`src/hw/ext_bus_pkg.sv`:
```
package ext_bus_pkg;

  // ****************************************************
  // widths
  // ****************************************************
  localparam int NUM_CS      = 8;
  localparam int ADDR_PINS   = 26;
  localparam int DATA_W      = 32;
  localparam int DRAM_ADDR_W = 13;
  localparam int STROBES     = 4;
  localparam int REG_ADDR_W  = 8;

  // ****************************************************
  // register map
  // ****************************************************
  localparam logic [REG_ADDR_W-1:0] CSA_OFFSET = 8'h00;
  localparam logic [DATA_W-1:0]     CSA_RESET  = 32'h0000_0000;

  localparam int CS1_BIT   = 1;
  localparam int CS3_BIT   = 3;
  localparam int CS4_BIT   = 4;
  localparam int CS5_BIT   = 5;
  localparam int DBPUC_BIT = 8;

  localparam logic [DATA_W-1:0] CSA_RW_MASK =
    (32'h1 << CS1_BIT) | (32'h1 << CS3_BIT) | (32'h1 << CS4_BIT) |
    (32'h1 << CS5_BIT) | (32'h1 << DBPUC_BIT);

  // chip select lines with extra duties
  localparam int SDRAM_CS = 1;
  localparam int NAND_CS  = 3;
  localparam int CARD0_CS = 4;
  localparam int CARD1_CS = 5;

  // ****************************************************
  // carriers
  // ****************************************************
  typedef struct packed {
    logic cs1_owner_select;
    logic cs3_nand_logic_enable;
    logic cs4_card_slot1_enable;
    logic cs5_card_slot2_enable;
    logic data_bus_pullup_disable;
  } csa_cfg_t;

  typedef struct packed {
    logic                   access;
    logic                   dram_chip_select_n;
    logic                   dram_ras_n;
    logic                   dram_cas_n;
    logic                   dram_write_enable_n;
    logic                   dram_clock_enable;
    logic [DRAM_ADDR_W-1:0] addr;
    logic [STROBES-1:0]     byte_mask_n;
    logic [DATA_W-1:0]      dout;
    logic                   doe;
  } sdram_side_t;

  typedef struct packed {
    logic [NUM_CS-1:0]    chip_select_n;
    logic [ADDR_PINS-1:0] addr;
    logic [STROBES-1:0]   write_strobe_n;
    logic                 upper_byte_sel_n;
    logic                 read_strobe_n;
    logic                 io_access;
    logic [DATA_W-1:0]    dout;
    logic                 doe;
  } static_side_t;

  typedef struct packed {
    logic       nand_chip_select_n;
    logic       nand_output_enable_n;
    logic       nand_write_enable_n;
    logic [1:0] card_chip_enable_n;
    logic       card_output_enable_n;
    logic       card_write_enable_n;
    logic       card_io_read_n;
    logic       card_io_write_n;
    logic       card_read_not_write;
    logic [1:0] card_slot_select_n;
  } helper_pins_t;

  typedef struct packed {
    logic [NUM_CS-1:0]    chip_select_n;
    logic [ADDR_PINS-1:0] addr;
    logic                 dram_addr10;
    logic [STROBES-1:0]   write_strobe_n;
    logic                 read_strobe_n;
    logic                 dram_ras_n;
    logic                 dram_cas_n;
    logic                 dram_write_enable_n;
    logic                 dram_clock_enable;
    logic [DATA_W-1:0]    data_out;
    logic                 data_oe;
    logic                 data_pullup_en;
    helper_pins_t         helper;
  } bus_pins_t;

  function automatic logic field_bit(logic [DATA_W-1:0] r, int pos);
    field_bit = r[pos];
  endfunction

endpackage

```
`src/hw/ext_bus_pin_sharing.sv`:
```
// Decided for this implementation: the Avalon-MM register port and the placing of the registers.
`timescale 1ns/1ps
module ext_bus_pin_sharing
  import ext_bus_pkg::*;
(
  input  wire logic                  ref_clk_i,
  input  wire logic                  rst_i,
  input  wire logic                  ce_i,
  input  wire logic [REG_ADDR_W-1:0] avs_address_i,
  input  wire logic                  avs_read_i,
  input  wire logic                  avs_write_i,
  input  wire logic [DATA_W-1:0]     avs_writedata_i,
  input  wire logic [3:0]            avs_byteenable_i,
  output logic      [DATA_W-1:0]     avs_readdata_o,
  output logic                       avs_waitrequest_o,
  input  sdram_side_t                sdr_i,
  input  static_side_t               smc_i,
  input  wire logic [DATA_W-1:0]     data_in_i,
  input  wire logic                  wait_in_n_i,
  output bus_pins_t                  pins_o,
  output logic      [DATA_W-1:0]     data_to_ctrl_o,
  output logic                       wait_to_smc_n_o
);

  // ****************************************************
  // register file
  // ****************************************************
  csa_cfg_t     cfg;
  helper_pins_t helper;

  csa_reg_slave u_regs (
    .ref_clk_i         (ref_clk_i),
    .rst_i             (rst_i),
    .ce_i              (ce_i),
    .avs_address_i     (avs_address_i),
    .avs_read_i        (avs_read_i),
    .avs_write_i       (avs_write_i),
    .avs_writedata_i   (avs_writedata_i),
    .avs_byteenable_i  (avs_byteenable_i),
    .avs_readdata_o    (avs_readdata_o),
    .avs_waitrequest_o (avs_waitrequest_o),
    .cfg_o             (cfg)
  );

  // ****************************************************
  // nand and card helpers
  // ****************************************************
  flash_helper u_helper (
    .cfg_i    (cfg),
    .smc_i    (smc_i),
    .helper_o (helper)
  );

  // ****************************************************
  // chip select routing
  // ****************************************************
  logic [NUM_CS-1:0] cs_mux;

  generate
    for (genvar i = 0; i < NUM_CS; i++) begin : g_cs
      if (i == SDRAM_CS) begin : g_shared
        // sdram only reaches the pin once software hands it over
        assign cs_mux[i] = cfg.cs1_owner_select ?
                           sdr_i.dram_chip_select_n :
                           smc_i.chip_select_n[i];
      end else begin : g_static
        assign cs_mux[i] = smc_i.chip_select_n[i];
      end
    end
  endgenerate

  // ****************************************************
  // pin multiplexer
  // ****************************************************
  bus_pins_t next_pins;
  logic      dram_on;

  always_comb begin
    dram_on   = sdr_i.access;
    next_pins = '0;
    next_pins.chip_select_n = cs_mux;
    // a0/a1 never see the sdram; its dqm0/dqm2 are dropped
    next_pins.addr[1:0] = smc_i.addr[1:0];
    next_pins.addr[11:2] = dram_on ? sdr_i.addr[9:0] :
                           smc_i.addr[11:2];
    next_pins.addr[12] = smc_i.addr[12];
    next_pins.addr[14:13] = dram_on ? sdr_i.addr[12:11] :
                            smc_i.addr[14:13];
    next_pins.addr[25:15] = smc_i.addr[25:15];
    next_pins.dram_addr10 = sdr_i.addr[10];
    next_pins.write_strobe_n[0] = dram_on ? 1'b1 :
                                  smc_i.write_strobe_n[0];
    next_pins.write_strobe_n[1] = dram_on ?
      sdr_i.byte_mask_n[1] :
      (smc_i.write_strobe_n[1] & smc_i.upper_byte_sel_n);
    next_pins.write_strobe_n[2] = smc_i.write_strobe_n[2];
    next_pins.write_strobe_n[3] = dram_on ?
      sdr_i.byte_mask_n[3] : smc_i.write_strobe_n[3];
    next_pins.read_strobe_n = dram_on ? 1'b1 :
                              smc_i.read_strobe_n;
    next_pins.dram_ras_n = sdr_i.dram_ras_n;
    next_pins.dram_cas_n = sdr_i.dram_cas_n;
    next_pins.dram_write_enable_n =
      sdr_i.dram_write_enable_n;
    next_pins.dram_clock_enable = sdr_i.dram_clock_enable;
    next_pins.data_out = dram_on ? sdr_i.dout :
                         smc_i.dout;
    next_pins.data_oe  = dram_on ? sdr_i.doe : smc_i.doe;
    next_pins.data_pullup_en =
      !cfg.data_bus_pullup_disable;
    next_pins.helper = helper;
  end

  // ****************************************************
  // pin and return registers
  // ****************************************************
  // one register stage keeps every pin glitch free; costs a cycle
  always_ff @(posedge ref_clk_i or posedge rst_i) begin
    if (rst_i) begin
      pins_o <= '{
        chip_select_n       : '1,
        addr                : '0,
        dram_addr10         : 1'b0,
        write_strobe_n      : '1,
        read_strobe_n       : 1'b1,
        dram_ras_n          : 1'b1,
        dram_cas_n          : 1'b1,
        dram_write_enable_n : 1'b1,
        dram_clock_enable   : 1'b0,
        data_out            : '0,
        data_oe             : 1'b0,
        data_pullup_en      : 1'b1,
        helper              : '1
      };
      data_to_ctrl_o  <= '0;
      wait_to_smc_n_o <= 1'b1;
    end else if (ce_i) begin
      pins_o          <= next_pins;
      data_to_ctrl_o  <= data_in_i;
      wait_to_smc_n_o <= wait_in_n_i;
    end
  end

  // ****************************************************
  // checks
  // ****************************************************
  a_cs1_sdram_owner: assert property (
    @(posedge ref_clk_i) disable iff (rst_i)
    $past(ce_i) && $past(cfg.cs1_owner_select) |->
      pins_o.chip_select_n[SDRAM_CS] ==
      $past(sdr_i.dram_chip_select_n))
    else $error("cs1 not from sdram while owned");

  a_cs1_static_owner: assert property (
    @(posedge ref_clk_i) disable iff (rst_i)
    $past(ce_i) && !$past(cfg.cs1_owner_select) |->
      pins_o.chip_select_n[SDRAM_CS] ==
      $past(smc_i.chip_select_n[SDRAM_CS]))
    else $error("cs1 not from static controller");

  a_nand_gated: assert property (
    @(posedge ref_clk_i) disable iff (rst_i)
    $past(ce_i) && !$past(cfg.cs3_nand_logic_enable) |->
      pins_o.helper.nand_chip_select_n &&
      pins_o.helper.nand_output_enable_n &&
      pins_o.helper.nand_write_enable_n)
    else $error("nand strobe active while disabled");

  a_card_slot1: assert property (
    @(posedge ref_clk_i) disable iff (rst_i)
    $past(ce_i) |->
      pins_o.helper.card_slot_select_n[0] ==
      !($past(cfg.cs4_card_slot1_enable) &&
        !$past(smc_i.chip_select_n[CARD0_CS])))
    else $error("card slot one select wrong");

  a_card_slot2: assert property (
    @(posedge ref_clk_i) disable iff (rst_i)
    $past(ce_i) |->
      pins_o.helper.card_slot_select_n[1] ==
      !($past(cfg.cs5_card_slot2_enable) &&
        !$past(smc_i.chip_select_n[CARD1_CS])))
    else $error("card slot two select wrong");

  a_pullup_level: assert property (
    @(posedge ref_clk_i) disable iff (rst_i)
    $past(ce_i) |->
      pins_o.data_pullup_en == !$past(cfg.data_bus_pullup_disable))
    else $error("pull-up request inverted");

  a_static_cs: assert property (
    @(posedge ref_clk_i) disable iff (rst_i)
    $past(ce_i) |->
      pins_o.chip_select_n[NUM_CS-1:SDRAM_CS+1] ==
      $past(smc_i.chip_select_n[NUM_CS-1:SDRAM_CS+1]) &&
      pins_o.chip_select_n[0] == $past(smc_i.chip_select_n[0]))
    else $error("static chip select not routed");

  a_write1_pin: assert property (
    @(posedge ref_clk_i) disable iff (rst_i)
    $past(ce_i) && $past(sdr_i.access) |->
      pins_o.write_strobe_n[1] == $past(sdr_i.byte_mask_n[1]))
    else $error("write-1 pin not byte mask");

  a_low_addr: assert property (
    @(posedge ref_clk_i) disable iff (rst_i)
    $past(ce_i) |-> pins_o.addr[1:0] == $past(smc_i.addr[1:0]))
    else $error("address 0/1 not static");

  a_dram_addr_low: assert property (
    @(posedge ref_clk_i) disable iff (rst_i)
    $past(ce_i) && $past(sdr_i.access) |->
      pins_o.addr[11:2] == $past(sdr_i.addr[9:0]))
    else $error("sdram low address misrouted");

  a_dram_addr_high: assert property (
    @(posedge ref_clk_i) disable iff (rst_i)
    $past(ce_i) && $past(sdr_i.access) |->
      pins_o.addr[14:13] == $past(sdr_i.addr[12:11]) &&
      pins_o.addr[12] == $past(smc_i.addr[12]))
    else $error("sdram high address misrouted");

  a_addr10_pin: assert property (
    @(posedge ref_clk_i) disable iff (rst_i)
    $past(ce_i) |-> pins_o.dram_addr10 == $past(sdr_i.addr[10]))
    else $error("dram address 10 wrong");

  a_reset_idle: assert property (
    @(posedge ref_clk_i)
    rst_i |=> rst_i |-> pins_o.dram_ras_n && pins_o.dram_cas_n &&
      !pins_o.dram_clock_enable && (&pins_o.chip_select_n))
    else $error("strobes not idle in reset");

  a_freeze_hold: assert property (
    @(posedge ref_clk_i) disable iff (rst_i)
    !$past(ce_i) && !$past(rst_i) |-> $stable(pins_o))
    else $error("pins moved while clock enable low");

endmodule

```
`src/hw/csa_reg_slave.sv`:
```
`timescale 1ns/1ps
module csa_reg_slave
  import ext_bus_pkg::*;
(
  input  wire logic                  ref_clk_i,
  input  wire logic                  rst_i,
  input  wire logic                  ce_i,
  input  wire logic [REG_ADDR_W-1:0] avs_address_i,
  input  wire logic                  avs_read_i,
  input  wire logic                  avs_write_i,
  input  wire logic [DATA_W-1:0]     avs_writedata_i,
  input  wire logic [3:0]            avs_byteenable_i,
  output logic      [DATA_W-1:0]     avs_readdata_o,
  output logic                       avs_waitrequest_o,
  output csa_cfg_t                   cfg_o
);

  logic [DATA_W-1:0] csa;
  logic [DATA_W-1:0] next_csa;
  logic [DATA_W-1:0] next_rdata;
  logic              next_wait;
  logic [DATA_W-1:0] be_mask;
  logic              hit;

  always_comb begin
    be_mask = {{8{avs_byteenable_i[3]}}, {8{avs_byteenable_i[2]}},
               {8{avs_byteenable_i[1]}}, {8{avs_byteenable_i[0]}}};
    hit        = (avs_address_i == CSA_OFFSET);
    next_csa   = csa;
    next_rdata = avs_readdata_o;
    next_wait  = 1'b1;
    // one wait cycle, then a single-cycle answer
    if ((avs_read_i || avs_write_i) && avs_waitrequest_o) begin
      next_wait  = 1'b0;
      next_rdata = hit ? (csa & CSA_RW_MASK) : '0;
    end
    if (avs_write_i && !avs_waitrequest_o && hit) begin
      next_csa = (csa & ~(be_mask & CSA_RW_MASK)) |
                 (avs_writedata_i & be_mask & CSA_RW_MASK);
    end
  end

  always_ff @(posedge ref_clk_i or posedge rst_i) begin
    if (rst_i) begin
      csa               <= CSA_RESET;
      avs_readdata_o    <= '0;
      avs_waitrequest_o <= 1'b1;
      cfg_o             <= '0;
    end else if (ce_i) begin
      csa               <= next_csa;
      avs_readdata_o    <= next_rdata;
      avs_waitrequest_o <= next_wait;
      cfg_o.cs1_owner_select        <= field_bit(next_csa, CS1_BIT);
      cfg_o.cs3_nand_logic_enable   <= field_bit(next_csa, CS3_BIT);
      cfg_o.cs4_card_slot1_enable   <= field_bit(next_csa, CS4_BIT);
      cfg_o.cs5_card_slot2_enable   <= field_bit(next_csa, CS5_BIT);
      cfg_o.data_bus_pullup_disable <= field_bit(next_csa, DBPUC_BIT);
    end
  end

  a_reserved_zero: assert property (
    @(posedge ref_clk_i) disable iff (rst_i)
    !avs_waitrequest_o |-> (avs_readdata_o & ~CSA_RW_MASK) == '0)
    else $error("reserved register bits read non-zero");

endmodule

```
`src/hw/flash_helper.sv`:
```
`timescale 1ns/1ps
module flash_helper
  import ext_bus_pkg::*;
(
  input  csa_cfg_t     cfg_i,
  input  static_side_t smc_i,
  output helper_pins_t helper_o
);

  logic nand_sel;
  logic card0;
  logic card1;
  logic card;
  logic rd;
  logic wr;

  always_comb begin
    rd       = !smc_i.read_strobe_n;
    wr       = !smc_i.write_strobe_n[0];
    // disabled helpers keep every strobe idle high
    nand_sel = cfg_i.cs3_nand_logic_enable &&
               !smc_i.chip_select_n[NAND_CS];
    card0    = cfg_i.cs4_card_slot1_enable &&
               !smc_i.chip_select_n[CARD0_CS];
    card1    = cfg_i.cs5_card_slot2_enable &&
               !smc_i.chip_select_n[CARD1_CS];
    card     = card0 || card1;
    helper_o.nand_chip_select_n   = !nand_sel;
    helper_o.nand_output_enable_n = !(nand_sel && rd);
    helper_o.nand_write_enable_n  = !(nand_sel && wr);
    helper_o.card_slot_select_n   = {!card1, !card0};
    helper_o.card_chip_enable_n[0] = !card;
    helper_o.card_chip_enable_n[1] =
      !(card && !smc_i.upper_byte_sel_n);
    helper_o.card_output_enable_n = !(card && !smc_i.io_access && rd);
    helper_o.card_write_enable_n  = !(card && !smc_i.io_access && wr);
    helper_o.card_io_read_n       = !(card && smc_i.io_access && rd);
    helper_o.card_io_write_n      = !(card && smc_i.io_access && wr);
    helper_o.card_read_not_write  = !wr;
  end

endmodule

```
`config.mk`:
```
export PLATFORM = sky130hd
export DESIGN_NAME = ext_bus_pin_sharing
export DESIGN_NICKNAME = d
export VERILOG_FILES = /design/src/hw/ext_bus_pkg.sv /design/src/hw/ext_bus_pin_sharing.sv /design/src/hw/csa_reg_slave.sv /design/src/hw/flash_helper.sv
export SDC_FILE = /design/constraint.sdc
export NUM_CORES = 1
export LEC_CHECK = 0
export BUFFER_PORTS_ARGS = -buffer_cell sky130_fd_sc_hd__buf_2
export CAP_MARGIN = 20
export CORE_AREA = 2 2 145 147
export CTS_CLUSTER_SIZE = 40
export DETAILED_ROUTE_END_ITERATION = 10
export DIE_AREA = 0 0 147 149
export PLACE_DENSITY = 0.65
export SYNTH_ARGS = -nofsm -noshare
export SYNTH_HDL_FRONTEND = slang
export SYNTH_SLANG_ARGS = --single-unit
```
`constraint.sdc`:
```
create_clock -name ref_clk_i -period 11 [get_ports ref_clk_i]
set_input_delay 0.55 -clock ref_clk_i [delete_from_list [all_inputs] [get_ports ref_clk_i]]
set_output_delay 0.55 -clock ref_clk_i [all_outputs]
set_load 0.005 [all_outputs]
```
* After elaboration in Yosys (flattened, before gate mapping)
Cells that the tools add are included.
Word-level totals: bits in registers 193, word-level logic and storage cells 90
Operators by class: mux-type cells 12, bitwise gates (word level) 5, reductions and logical operators 40
Operators with widths (number):
- $and A32 B32 Y32 | 1
- $mux W32 | 1
- $not A9 Y32 | 1
- $or A32 B9 Y32 | 1
- $logic_not A1 Y1 | 20
- $mux W9 | 2
- $logic_and A1 B1 Y1 | 15
- $mux W10 | 1
- $and A9 B9 Y9 | 1
- $logic_not A8 Y1 | 1
- $mux W1 | 7
- $reduce_and A2 Y1 | 2
- $logic_or A1 B1 Y1 | 2
- $mux W2 | 1
- $and A1 B1 Y1 | 1

* Logic depth before layout (Yosys ltp)
Gate-level depths: netlist (run 1).
word-level depth 6, gate-level depth with buffers 4, gate-level depth less buffers 3

* Modules after synthesis
A second synthesis (run 1) with hierarchy kept.
Unflattened totals: cells, all modules 463, area total of the unflattened synthesis 6143.4 um2
By module, submodules not included:
- ext_bus_pin_sharing | instances 1, cells an instance 374, area each 5325.1 um2, sequential area each 3115.5 um2
- csa_reg_slave | instances 1, cells an instance 71, area each 698.2 um2, sequential area each 276.5 um2
- flash_helper | instances 1, cells an instance 18, area each 120.1 um2, sequential area each 0.0 um2

* Worst setup path after synthesis (run 1)
OpenSTA, ideal clock, no wires.
path type input-to-reg, start point input avs_address_i[1], end point register with a tool-made name, arrival time 1.691 ns, setup slack 9.184 ns, stages on the path 3, cell sequence or4_4 > nor3_4 > mux2_2
RTL lines:
- start, declared | line ext_bus_pin_sharing.sv:9 | input wire logic [REG_ADDR_W-1:0] avs_address_i,

* Worst setup path after layout (run 1)
start point input ce_i, end point register u_regs.avs_readdata_o[3]
Between the ends: longest elaborated chain between the ends 1
RTL lines:
- start, declared | line ext_bus_pin_sharing.sv:8 | input wire logic ce_i,
- $reduce_and A2 Y1 (no line)
- end signal, assigned | line csa_reg_slave.sv:51 | avs_readdata_o <= next_rdata;
- end, declared | line csa_reg_slave.sv:13 | output logic [DATA_W-1:0] avs_readdata_o,
Every way passes these cells. A chain may end at the register's enable or synchronous reset.

==> reports/metrics.yaml, run 1 <==
synth_top_area_cell: "dfrtp_1"
ctsRootBufferMaster: "clkbuf_16"
initial_core_util_pct: 27.7
final_common_cell: "buf_2"
drtAntennaViolNets: 0
track_usage_pct: 13.5
wirelength_um: 15000
routed-via-count: 4434
cts_hold_buf: 0
clkSlewWorstSetupHoldPaths_ns: 0.06
synth_top_area_share_pct: 45.2
antenna_found_initial: 0
max_slew_margin_pct: 36.8
synthToLayoutAreaGrowth_pct: 40.2
grt-ovfl-total: 0
critPathKind: "primary input to flip-flop"
post_drt_wl_per_cell_um: 14.2
hpwl_um: 11000
ys_warn_count: 0
drt_iter0_markers: 142
syn_area_um2: 5700
maxSlewViolCount: 0
period_needed_ns: 2.29
drive_gt1_share_pct: 57.3
min_path_type: "primary input to asynchronous set/reset pin"
place.gp.congestion: 0.731
ys_seq_elements: 134
rows: 53
cts.sinks: 134
port-buffer-count: 309
crit_arrival_ns: 2.57
pre_cts_ws_ns: 8.22
cts_buffers: 17
end_kind: "flip-flop"
most-common-layout-cells: "buf_2, dfrtp_1, mux2_2, nor2_1, a21oi_1"
die_y_um: 149
cts_setup_buffers: 0
avgViaCountPerCell: 4.21
power_mw: 1.30
io_pins: 368
drv_cap: 0
rsz0062_at_grt: "false"
synth_cells: 461
diodes: 0
first_pass_iters: 4
fmax_ghz: 0.436
finalSetupViolCount: 0
insertion_delay_ns: 0.41
ctsHtreeMaxLevel: 4
reg2regPathDepth: 3
core_um2: 20600
clock_tree.buffer_depth: 2
cp.required_ns: 11.28
path_max_fanout: 93
ir_worst_vdd_v: 0.000109
ys_top_cells_by_area: "dfrtp_1, dfstp_2, mux2_2, mux2i_1, a21oi_1"
p_leak_nw: 3.94
yosysUniqueCellTypes: 27
reg2reg_from: "u_regs.avs_waitrequest_o$_DFFE_PP1P_"
grt_max_degree: 94
dieArea_um2: 21900
tns_ns: 0
route.detailed.drc: 0
setup.worst_path.start_class: "primary input"
cts_resized: 0
synth-seq-area-share_pct: 59.5
status: "finished, final reports clean"
nets: 977
cts_tree: "built"
fin_skew_ns: 0.00831
finalCritPeriodShare_pct: 20.8
r2r_slack_ns: 9.59
finalHoldViolCount: 0
avgSynthCellArea_um2: 12.4
timing.final.ws_setup_ns: 8.71
die_w_um: 147
grt_pass1_vias: 4250
grt_pass1_wl_um: 22900
p_per_area_nw_per_um2: 162
max_slew.worst_pin.slew_ns: 0.947
[power by group]
group	switching [mW]	leakage, nW	total (mW)	internal [mW]
Combinational	0.0808	2.13	0.171	0.0902
Clock	0.242	0.288	0.564	0.322
Sequential	0.0217	1.53	0.564	0.542
Total	0.344	3.94	1.30	0.955
[state kept, by name, indices dropped and copies added, names as in the netlist, named ones only]
register                  flops
pins_o                       90
data_to_ctrl_o               32
u_regs.avs_readdata_o         5
u_regs.avs_waitrequest_o      1
wait_to_smc_n_o               1
[stage by stage]
step	instances	area [um^2]	util [%]	hold WS (ns)
after detailed placement	1021	7410	36.1	0.464
after global placement	1021	7410	36.1	0.457
final	1053	8000	38.9	0.224
after global routing	1053	8000	38.9	0.256
after floorplan	487	5800	-	0.404
after CTS	1053	8000	38.9	0.235
[cells in the mapped netlist, drive strengths merged]
cell type  instances
a21oi             50
a221o              1
a31oi              3
buf               45
clkbuf             8
conb               1
dfrtp            103
dfstp             31
inv                6
mux2              67
mux2i             48
nand2             16
nand2b             3
nand3b             1
nand4b             2
nor2              57
nor3               2
o211a              1
o211ai             1
o21ai              6
o22a               2
o22ai              4
or2                1
or4                2
[worst max-delay path by stage]
stage | start | end | depth (start not counted)
after floorplan | rst_i | asynchronous set/reset pin | 1
after global placement | ce_i | u_regs.avs_readdata_o[8]$_DFFE_PP0P_ | 5
after detailed placement | ce_i | u_regs.avs_readdata_o[1]$_DFFE_PP0P_ | 5
after CTS | ce_i | u_regs.avs_readdata_o[3]$_DFFE_PP0P_ | 5
after global routing | ce_i | u_regs.avs_readdata_o[3]$_DFFE_PP0P_ | 5
final | ce_i | u_regs.avs_readdata_o[3]$_DFFE_PP0P_ | 5
[cell families (layout without fill, tap and decap cells)]
family | Yosys count | count (layout) | synth area share [%]
multiplexers | 115 | 115 | 21.6
AO/OA/AOI/OAI | 68 | 68 | 6.47
AND/OR/NAND/NOR | 84 | 84 | 6.45
other | 1 | 27 | 0.0657
flip-flops | 134 | 134 | 59.5
buffers and inverters | 59 | 350 | 5.90
[layer usage]
metal | vias up | track usage (%) | share of wire, %
met3 | 8 | 5.29 | 9.5
li1 | 2157 | - | -
met2 | 235 | 23.0 | 49
met4 | 0 | 3.32 | 0.88
met1 | 2034 | 16.0 | 41
met5 | - | 0 | 0
[critical path, stage by stage]
cell      delay (ns)
buf_6           0.50
buf_4           0.83
o211ai_1        0.39
nand2_1         0.14
o21ai_0         0.09
[area by class of cell]
| class | count | area, um^2 |
|---|---|---|
| Timing Repair Buffer | 312 | 1580 |
| Sequential cell | 134 | 3390 |
| Fill cell | 2043 | 12600 |
| Clock buffer | 17 | 425 |
| Multi-Input combinational cell | 294 | 2070 |
| Clock inverter | 15 | 160 |
| Tap cell | 275 | 344 |
| Inverter | 6 | 27.5 |
(Power assumes the default switching activity.)
==> run 2: changes to the inputs <==
--- a/config.mk
+++ b/config.mk
@@ -7,11 +7,11 @@
 export LEC_CHECK = 0
 export BUFFER_PORTS_ARGS = -buffer_cell sky130_fd_sc_hd__buf_2
 export CAP_MARGIN = 20
-export CORE_AREA = 2 2 145 147
+export CORE_AREA = 2 2 141 143
 export CTS_CLUSTER_SIZE = 40
 export DETAILED_ROUTE_END_ITERATION = 10
-export DIE_AREA = 0 0 147 149
-export PLACE_DENSITY = 0.65
+export DIE_AREA = 0 0 143 145
+export PLACE_DENSITY = 0.68
 export SYNTH_ARGS = -nofsm -noshare
 export SYNTH_HDL_FRONTEND = slang
 export SYNTH_SLANG_ARGS = --single-unit
==> constraint.sdc (replaced) <==
create_clock -name ref_clk_i -period 2.2 [get_ports ref_clk_i]
set_input_delay 0.11 -clock ref_clk_i [delete_from_list [all_inputs] [get_ports ref_clk_i]]
set_output_delay 0.11 -clock ref_clk_i [all_outputs]
set_load 0.005 [all_outputs]
==> reports/metrics.yaml, run 2 (synthesis results as in run 1) <==
avgViaCountPerCell: 4.32
grt_pass1_vias: 5326
crit_end: "pins_o[14]$_DFFE_PP0P_"
post_drt_wl_per_cell_um: 15.0
path_buf_inv: 3
hp-start: "smc_i[45]"
fin_skew_ns: 0.00733
grt-ovfl-total: 0
dieArea_um2: 20700
slowest_delay_ns: 0.58
crit_start: "sdr_i[55]"
setup.worst_path.start_class: "primary input"
rows: 51
critical-path-slowest-cell: "dlygate4sd3_1"
p_per_area_nw_per_um2: 694
reg2regPathDepth: 3
ctsHtreeMaxLevel: 4
finalSetupViolCount: 0
cts_tree: "built"
postPlaceCellArea_um2: 7490
largestRegisters: "pins_o (90), data_to_ctrl_o (32), u_regs.avs_readdata_o (5)"
place.gp.congestion: 0.725
route.detailed.drc: 0
largest-register: "pins_o"
cp_cell_sequence: "buf_2 > buf_12 > mux2i_1 > dlygate4sd3_1 > a21oi_1"
cp.required_ns: 2.49
ir_worst_vdd_v: 0.000492
clock_tree.buffer_depth: 2
die_y_um: 145
reg2reg_from: "u_regs.avs_waitrequest_o$_DFFE_PP1P_"
rsz0062_at_grt: "false"
antenna_found_initial: 0
tns_ns: 0
critPathKind: "primary input to flip-flop"
synthToLayoutAreaGrowth_pct: 66.9
drv_cap: 0
diodes: 0
nets: 1129
crit_family: "buffers and inverters"
maxSlewViolCount: 0
final_common_cell: "buf_2"
port-buffer-count: 309
wirelength_um: 17900
cts_buffers: 17
track_usage_pct: 17.2
grt_max_degree: 85
status: "finished, final reports clean"
max_slew_margin_pct: 59.8
finalHoldViolCount: 0
core_um2: 19200
drtAntennaViolNets: 0
finalCritPeriodShare_pct: 64.9
crit_cells: 5
r2r_slack_ns: 0.86
path_max_fanout: 38
period_needed_ns: 1.43
nFillCells: 1642
max_slew.worst_pin.slew_ns: 0.602
min_path_type: "primary input to flip-flop"
cts.sinks: 134
clkSlewWorstSetupHoldPaths_ns: 0.06
crit_arrival_ns: 1.71
largest_reg_flops: 90
die_w_um: 143
cts_resized: 0
io_pins: 368
drt_iter0_markers: 155
final_area_um2: 9520
insertion_delay_ns: 0.42
first_pass_iters: 6
drive_gt1_share_pct: 48.3
end_kind: "flip-flop"
p_leak_nw: 4.56
power_mw: 6.61
ctsRootBufferMaster: "clkbuf_16"
most-common-layout-cells: "buf_2, dlygate4sd3_1, dfrtp_1, mux2_2, nor2_1"
hpwl_um: 11600
grt_pass1_wl_um: 27900
fmax_ghz: 0.700
initial_core_util_pct: 29.7
routed-via-count: 5164
## run 2: cell types whose count changed in the layout (fill, tap and decap cells not counted), sizes merged
cell	previous run	this run
clkinvlp	1	6
bufinv	1	0
inv	15	12
clkbuf	17	18
clkinv	4	2
buf	312	316
dlygate4sd3	0	148
## run 2: final cells by class
cell class                      instances  area [um^2]  area share, %
Clock buffer                           18          429           4.51
Clock inverter                         14          118           1.24
Inverter                                6         26.3          0.276
Multi-Input combinational cell        294         2070           21.8
Sequential cell                       134         3390           35.6
Tap cell                              265          332           3.48
Timing Repair Buffer                  464         3150           33.1
## run 2: worst min-delay path by stage
stage	end	slack, ns	cells past startpoint
floorplan	pins_o[52]$_DFFE_PP1P_	0.23	2
detailed placement	data_to_ctrl_o[12]$_DFFE_PP0P_	0.21	2
CTS	pins_o[24]$_DFFE_PP0P_	0.002	3
global route	pins_o[24]$_DFFE_PP0P_	0.01	3
global placement	data_to_ctrl_o[6]$_DFFE_PP0P_	0.21	2
finish	pins_o[61]$_DFFE_PP0P_	0.003	3
## run 2: timing repair
| item | in CTS | in global routing |
|---|---|---|
| endpoints found under the setup margin | 0 | 0 |
| setup buffers | 0 | 0 |
| endpoints found under the hold margin | 138 | 0 |
| hold buffers | 148 | 0 |
## run 2: stage by stage
step                      hold slack, ns  utilization, %  instances  setup slack (ns)
final                            0.00329            49.6       1195             0.772
after global routing              0.0134            49.6       1195             0.703
after CTS                        0.00212            49.6       1195             0.849
after detailed placement           0.212            39.0       1015             0.622
after global placement             0.209            39.0       1015             0.632
after floorplan                    0.232               -        487             0.450
## run 2: power by group
group	internal [mW]	switching [mW]	leakage, nW	total, mW
Sequential	2.71	0.120	1.53	2.83
Clock	1.47	1.18	0.254	2.65
Combinational	0.657	0.466	2.78	1.12
## run 2: worst min-delay path: stages
cell and delay, ns:
buf_2 0.08, mux2i_1 0.05, a21oi_1 0.14
## run 2: metal layers
metal	vias up	part of all wire [%]	track usage [%]	wire [um]
met5	-	0	0	0
met1	2432	39	19.4	7040
met4	0	2.0	6.29	365
met2	254	50	29.8	8920
li1	2457	-	-	-
met3	21	8.8	5.71	1580
==> run 3: changes to the inputs <==
==> constraint.sdc (replaced) <==
create_clock -name ref_clk_i -period 1.35 [get_ports ref_clk_i]
set_input_delay 0.0675 -clock ref_clk_i [delete_from_list [all_inputs] [get_ports ref_clk_i]]
set_output_delay 0.0675 -clock ref_clk_i [all_outputs]
set_load 0.005 [all_outputs]
==> reports/metrics.yaml, run 3 (synthesis results as in run 1) <==
grt_max_degree: 76
setup.worst_path.start_class: "flip-flop"
status: "finished, final reports clean"
use_met3_pct: 6.07
final_area_um2: 9800
dieArea_um2: 20700
ir_worst_vdd_v: 0.000761
antenna_found_initial: 0
postPlaceCellArea_um2: 7570
largest-register: "pins_o"
finalCritPeriodShare_pct: 98.3
grt_busiest_layer: "met2"
die_y_um: 145
route.detailed.drc: 0
grt_util_met1_pct: 20.0
clock_tree.buffer_depth: 2
final_common_cell: "buf_2"
hpwl_um: 12000
avgViaCountPerCell: 4.29
fin_util_pct: 51.0
multi_input_area_um2: 2070
cp_cell_sequence: "mux2i_1 > dlygate4sd3_1 > a21oi_1"
cts_resized: 0
critical-path-slowest-cell: "dlygate4sd3_1"
hp-start: "smc_i[4]"
rsz0062_at_grt: "true"
grt-ovfl-total: 0
routed-via-count: 5217
power_mw: 11.2
cp.required_ns: 1.68
diodes: 0
end_kind: "flip-flop"
min_path_type: "primary input to flip-flop"
nFillCells: 1659
post_drt_wl_per_cell_um: 15.2
cts.sinks: 134
p_per_area_nw_per_um2: 1150
path_max_fanout: 3
io_pins: 368
critPathKind: "flip-flop to flip-flop"
fin_skew_ns: 0.00548
ctsRootBufferMaster: "clkbuf_16"
use_met2_pct: 31.5
most-common-layout-cells: "buf_2, dlygate4sd3_1, dfrtp_1, mux2_2, nor2_1"
port-buffer-count: 309
drive_gt1_share_pct: 48.0
fmax_ghz: 0.753
place.gp.congestion: 0.726
first_pass_iters: 4
insertion_delay_ns: 0.40
cts_tree: "built"
finalHoldViolCount: 0
drtAntennaViolNets: 0
grt_pass1_wl_um: 28700
clkSlewWorstSetupHoldPaths_ns: 0.06
maxSlewViolCount: 0
period_needed_ns: 1.33
nets: 1151
wirelength_um: 18600
die_w_um: 143
finalSetupViolCount: 0
core_um2: 19200
grt_pass1_vias: 5544
p_leak_nw: 4.71
cts_setup_buffers: 0
synthToLayoutAreaGrowth_pct: 71.9
tns_ns: 0
largest_reg_flops: 90
track_usage_pct: 17.6
drt_iter0_markers: 97
crit_arrival_ns: 1.66
seq_area_um2: 3390
initial_core_util_pct: 29.7
cts_buffers: 17
slowest_delay_ns: 0.56
drv_cap: 0
rows: 51
ctsHtreeMaxLevel: 4
largestRegisters: "pins_o (90), data_to_ctrl_o (32), u_regs.avs_readdata_o (5)"
run 3: changes by cell type in the layout (fill, tap and decap cells not counted):
cell           previous run  this run
dlygate4sd3_1           148       163
clkinvlp_4                6         3
clkbuf_1                  1         0
buf_12                    5         7
bufinv_16                 0         2
clkinv_4                  1         2
clkbuf_8                  0         1
buf_4                     2         7
run 3: report_power, final:
part	switching [mW]	internal, mW	leakage, nW	total [mW]
Combinational	0.782	1.13	2.89	1.91
Sequential	0.193	4.42	1.53	4.62
Clock	1.88	2.83	0.292	4.71
Total	2.86	8.38	4.71	11.2
run 3: metal layers:
layer | wire (um) | part of all wire [%]
met1 | 7260 | 39
met3 | 1630 | 8.8
met4 | 153 | 0.82
met2 | 9510 | 51
met5 | 0 | 0
run 3: path summary, 6_finish.rpt:
kind / end / slack [ns] / cells past startpoint
worst max-delay path: pins_o[83]$_DFFE_PP1P_ / 0.02 / 3
worst min-delay path: pins_o[17]$_DFFE_PP0P_ / 0.02 / 3
worst max register to register: pins_o[83]$_DFFE_PP1P_ / 0.02 / 3
worst min register to register: pins_o[7]$_DFFE_PP1P_ / 0.47 / 2
max in group asynchronous: pins_o[50]$_DFFE_PP1P_ / 0.56 / 4
min in group asynchronous: pins_o[3]$_DFFE_PP1P_ / 0.37 / 3
run 3: what timing repair did:
item                                    4_1_cts  5_1_grt
endpoints found under the setup margin        0        5
endpoints found under the hold margin       232        1
hold buffers                                163        1
run 3: cell type report:
cell class | count | share of cell area [%]
Inverter | 6 | 0.268
Sequential cell | 134 | 34.6
Clock buffer | 18 | 4.48
Clock inverter | 14 | 1.67
Multi-Input combinational cell | 294 | 21.1
Timing Repair Buffer | 486 | 34.4
Tap cell | 265 | 3.38
run 3: worst max-delay path: cells and delay by family, from the launching register on:
kind	cells	cell delay [ns]
DFF	1	0.42
AOI/OAI and AO/OA	1	0.15
muxes	1	0.13
buffers and inverters	1	0.56
run 3: metrics by stage:
| step | hold slack, ns | setup WS (ns) | std cells |
|---|---|---|---|
| detailed placement | 0.230 | -0.171 | 1022 |
| global route | 0.0125 | -0.0368 | 1217 |
| global placement | 0.234 | -0.146 | 1022 |
| CTS | 0.00311 | 0.0151 | 1217 |
| finish | 0.0221 | 0.0225 | 1217 |
| floorplan | 0.190 | -0.357 | 487 |
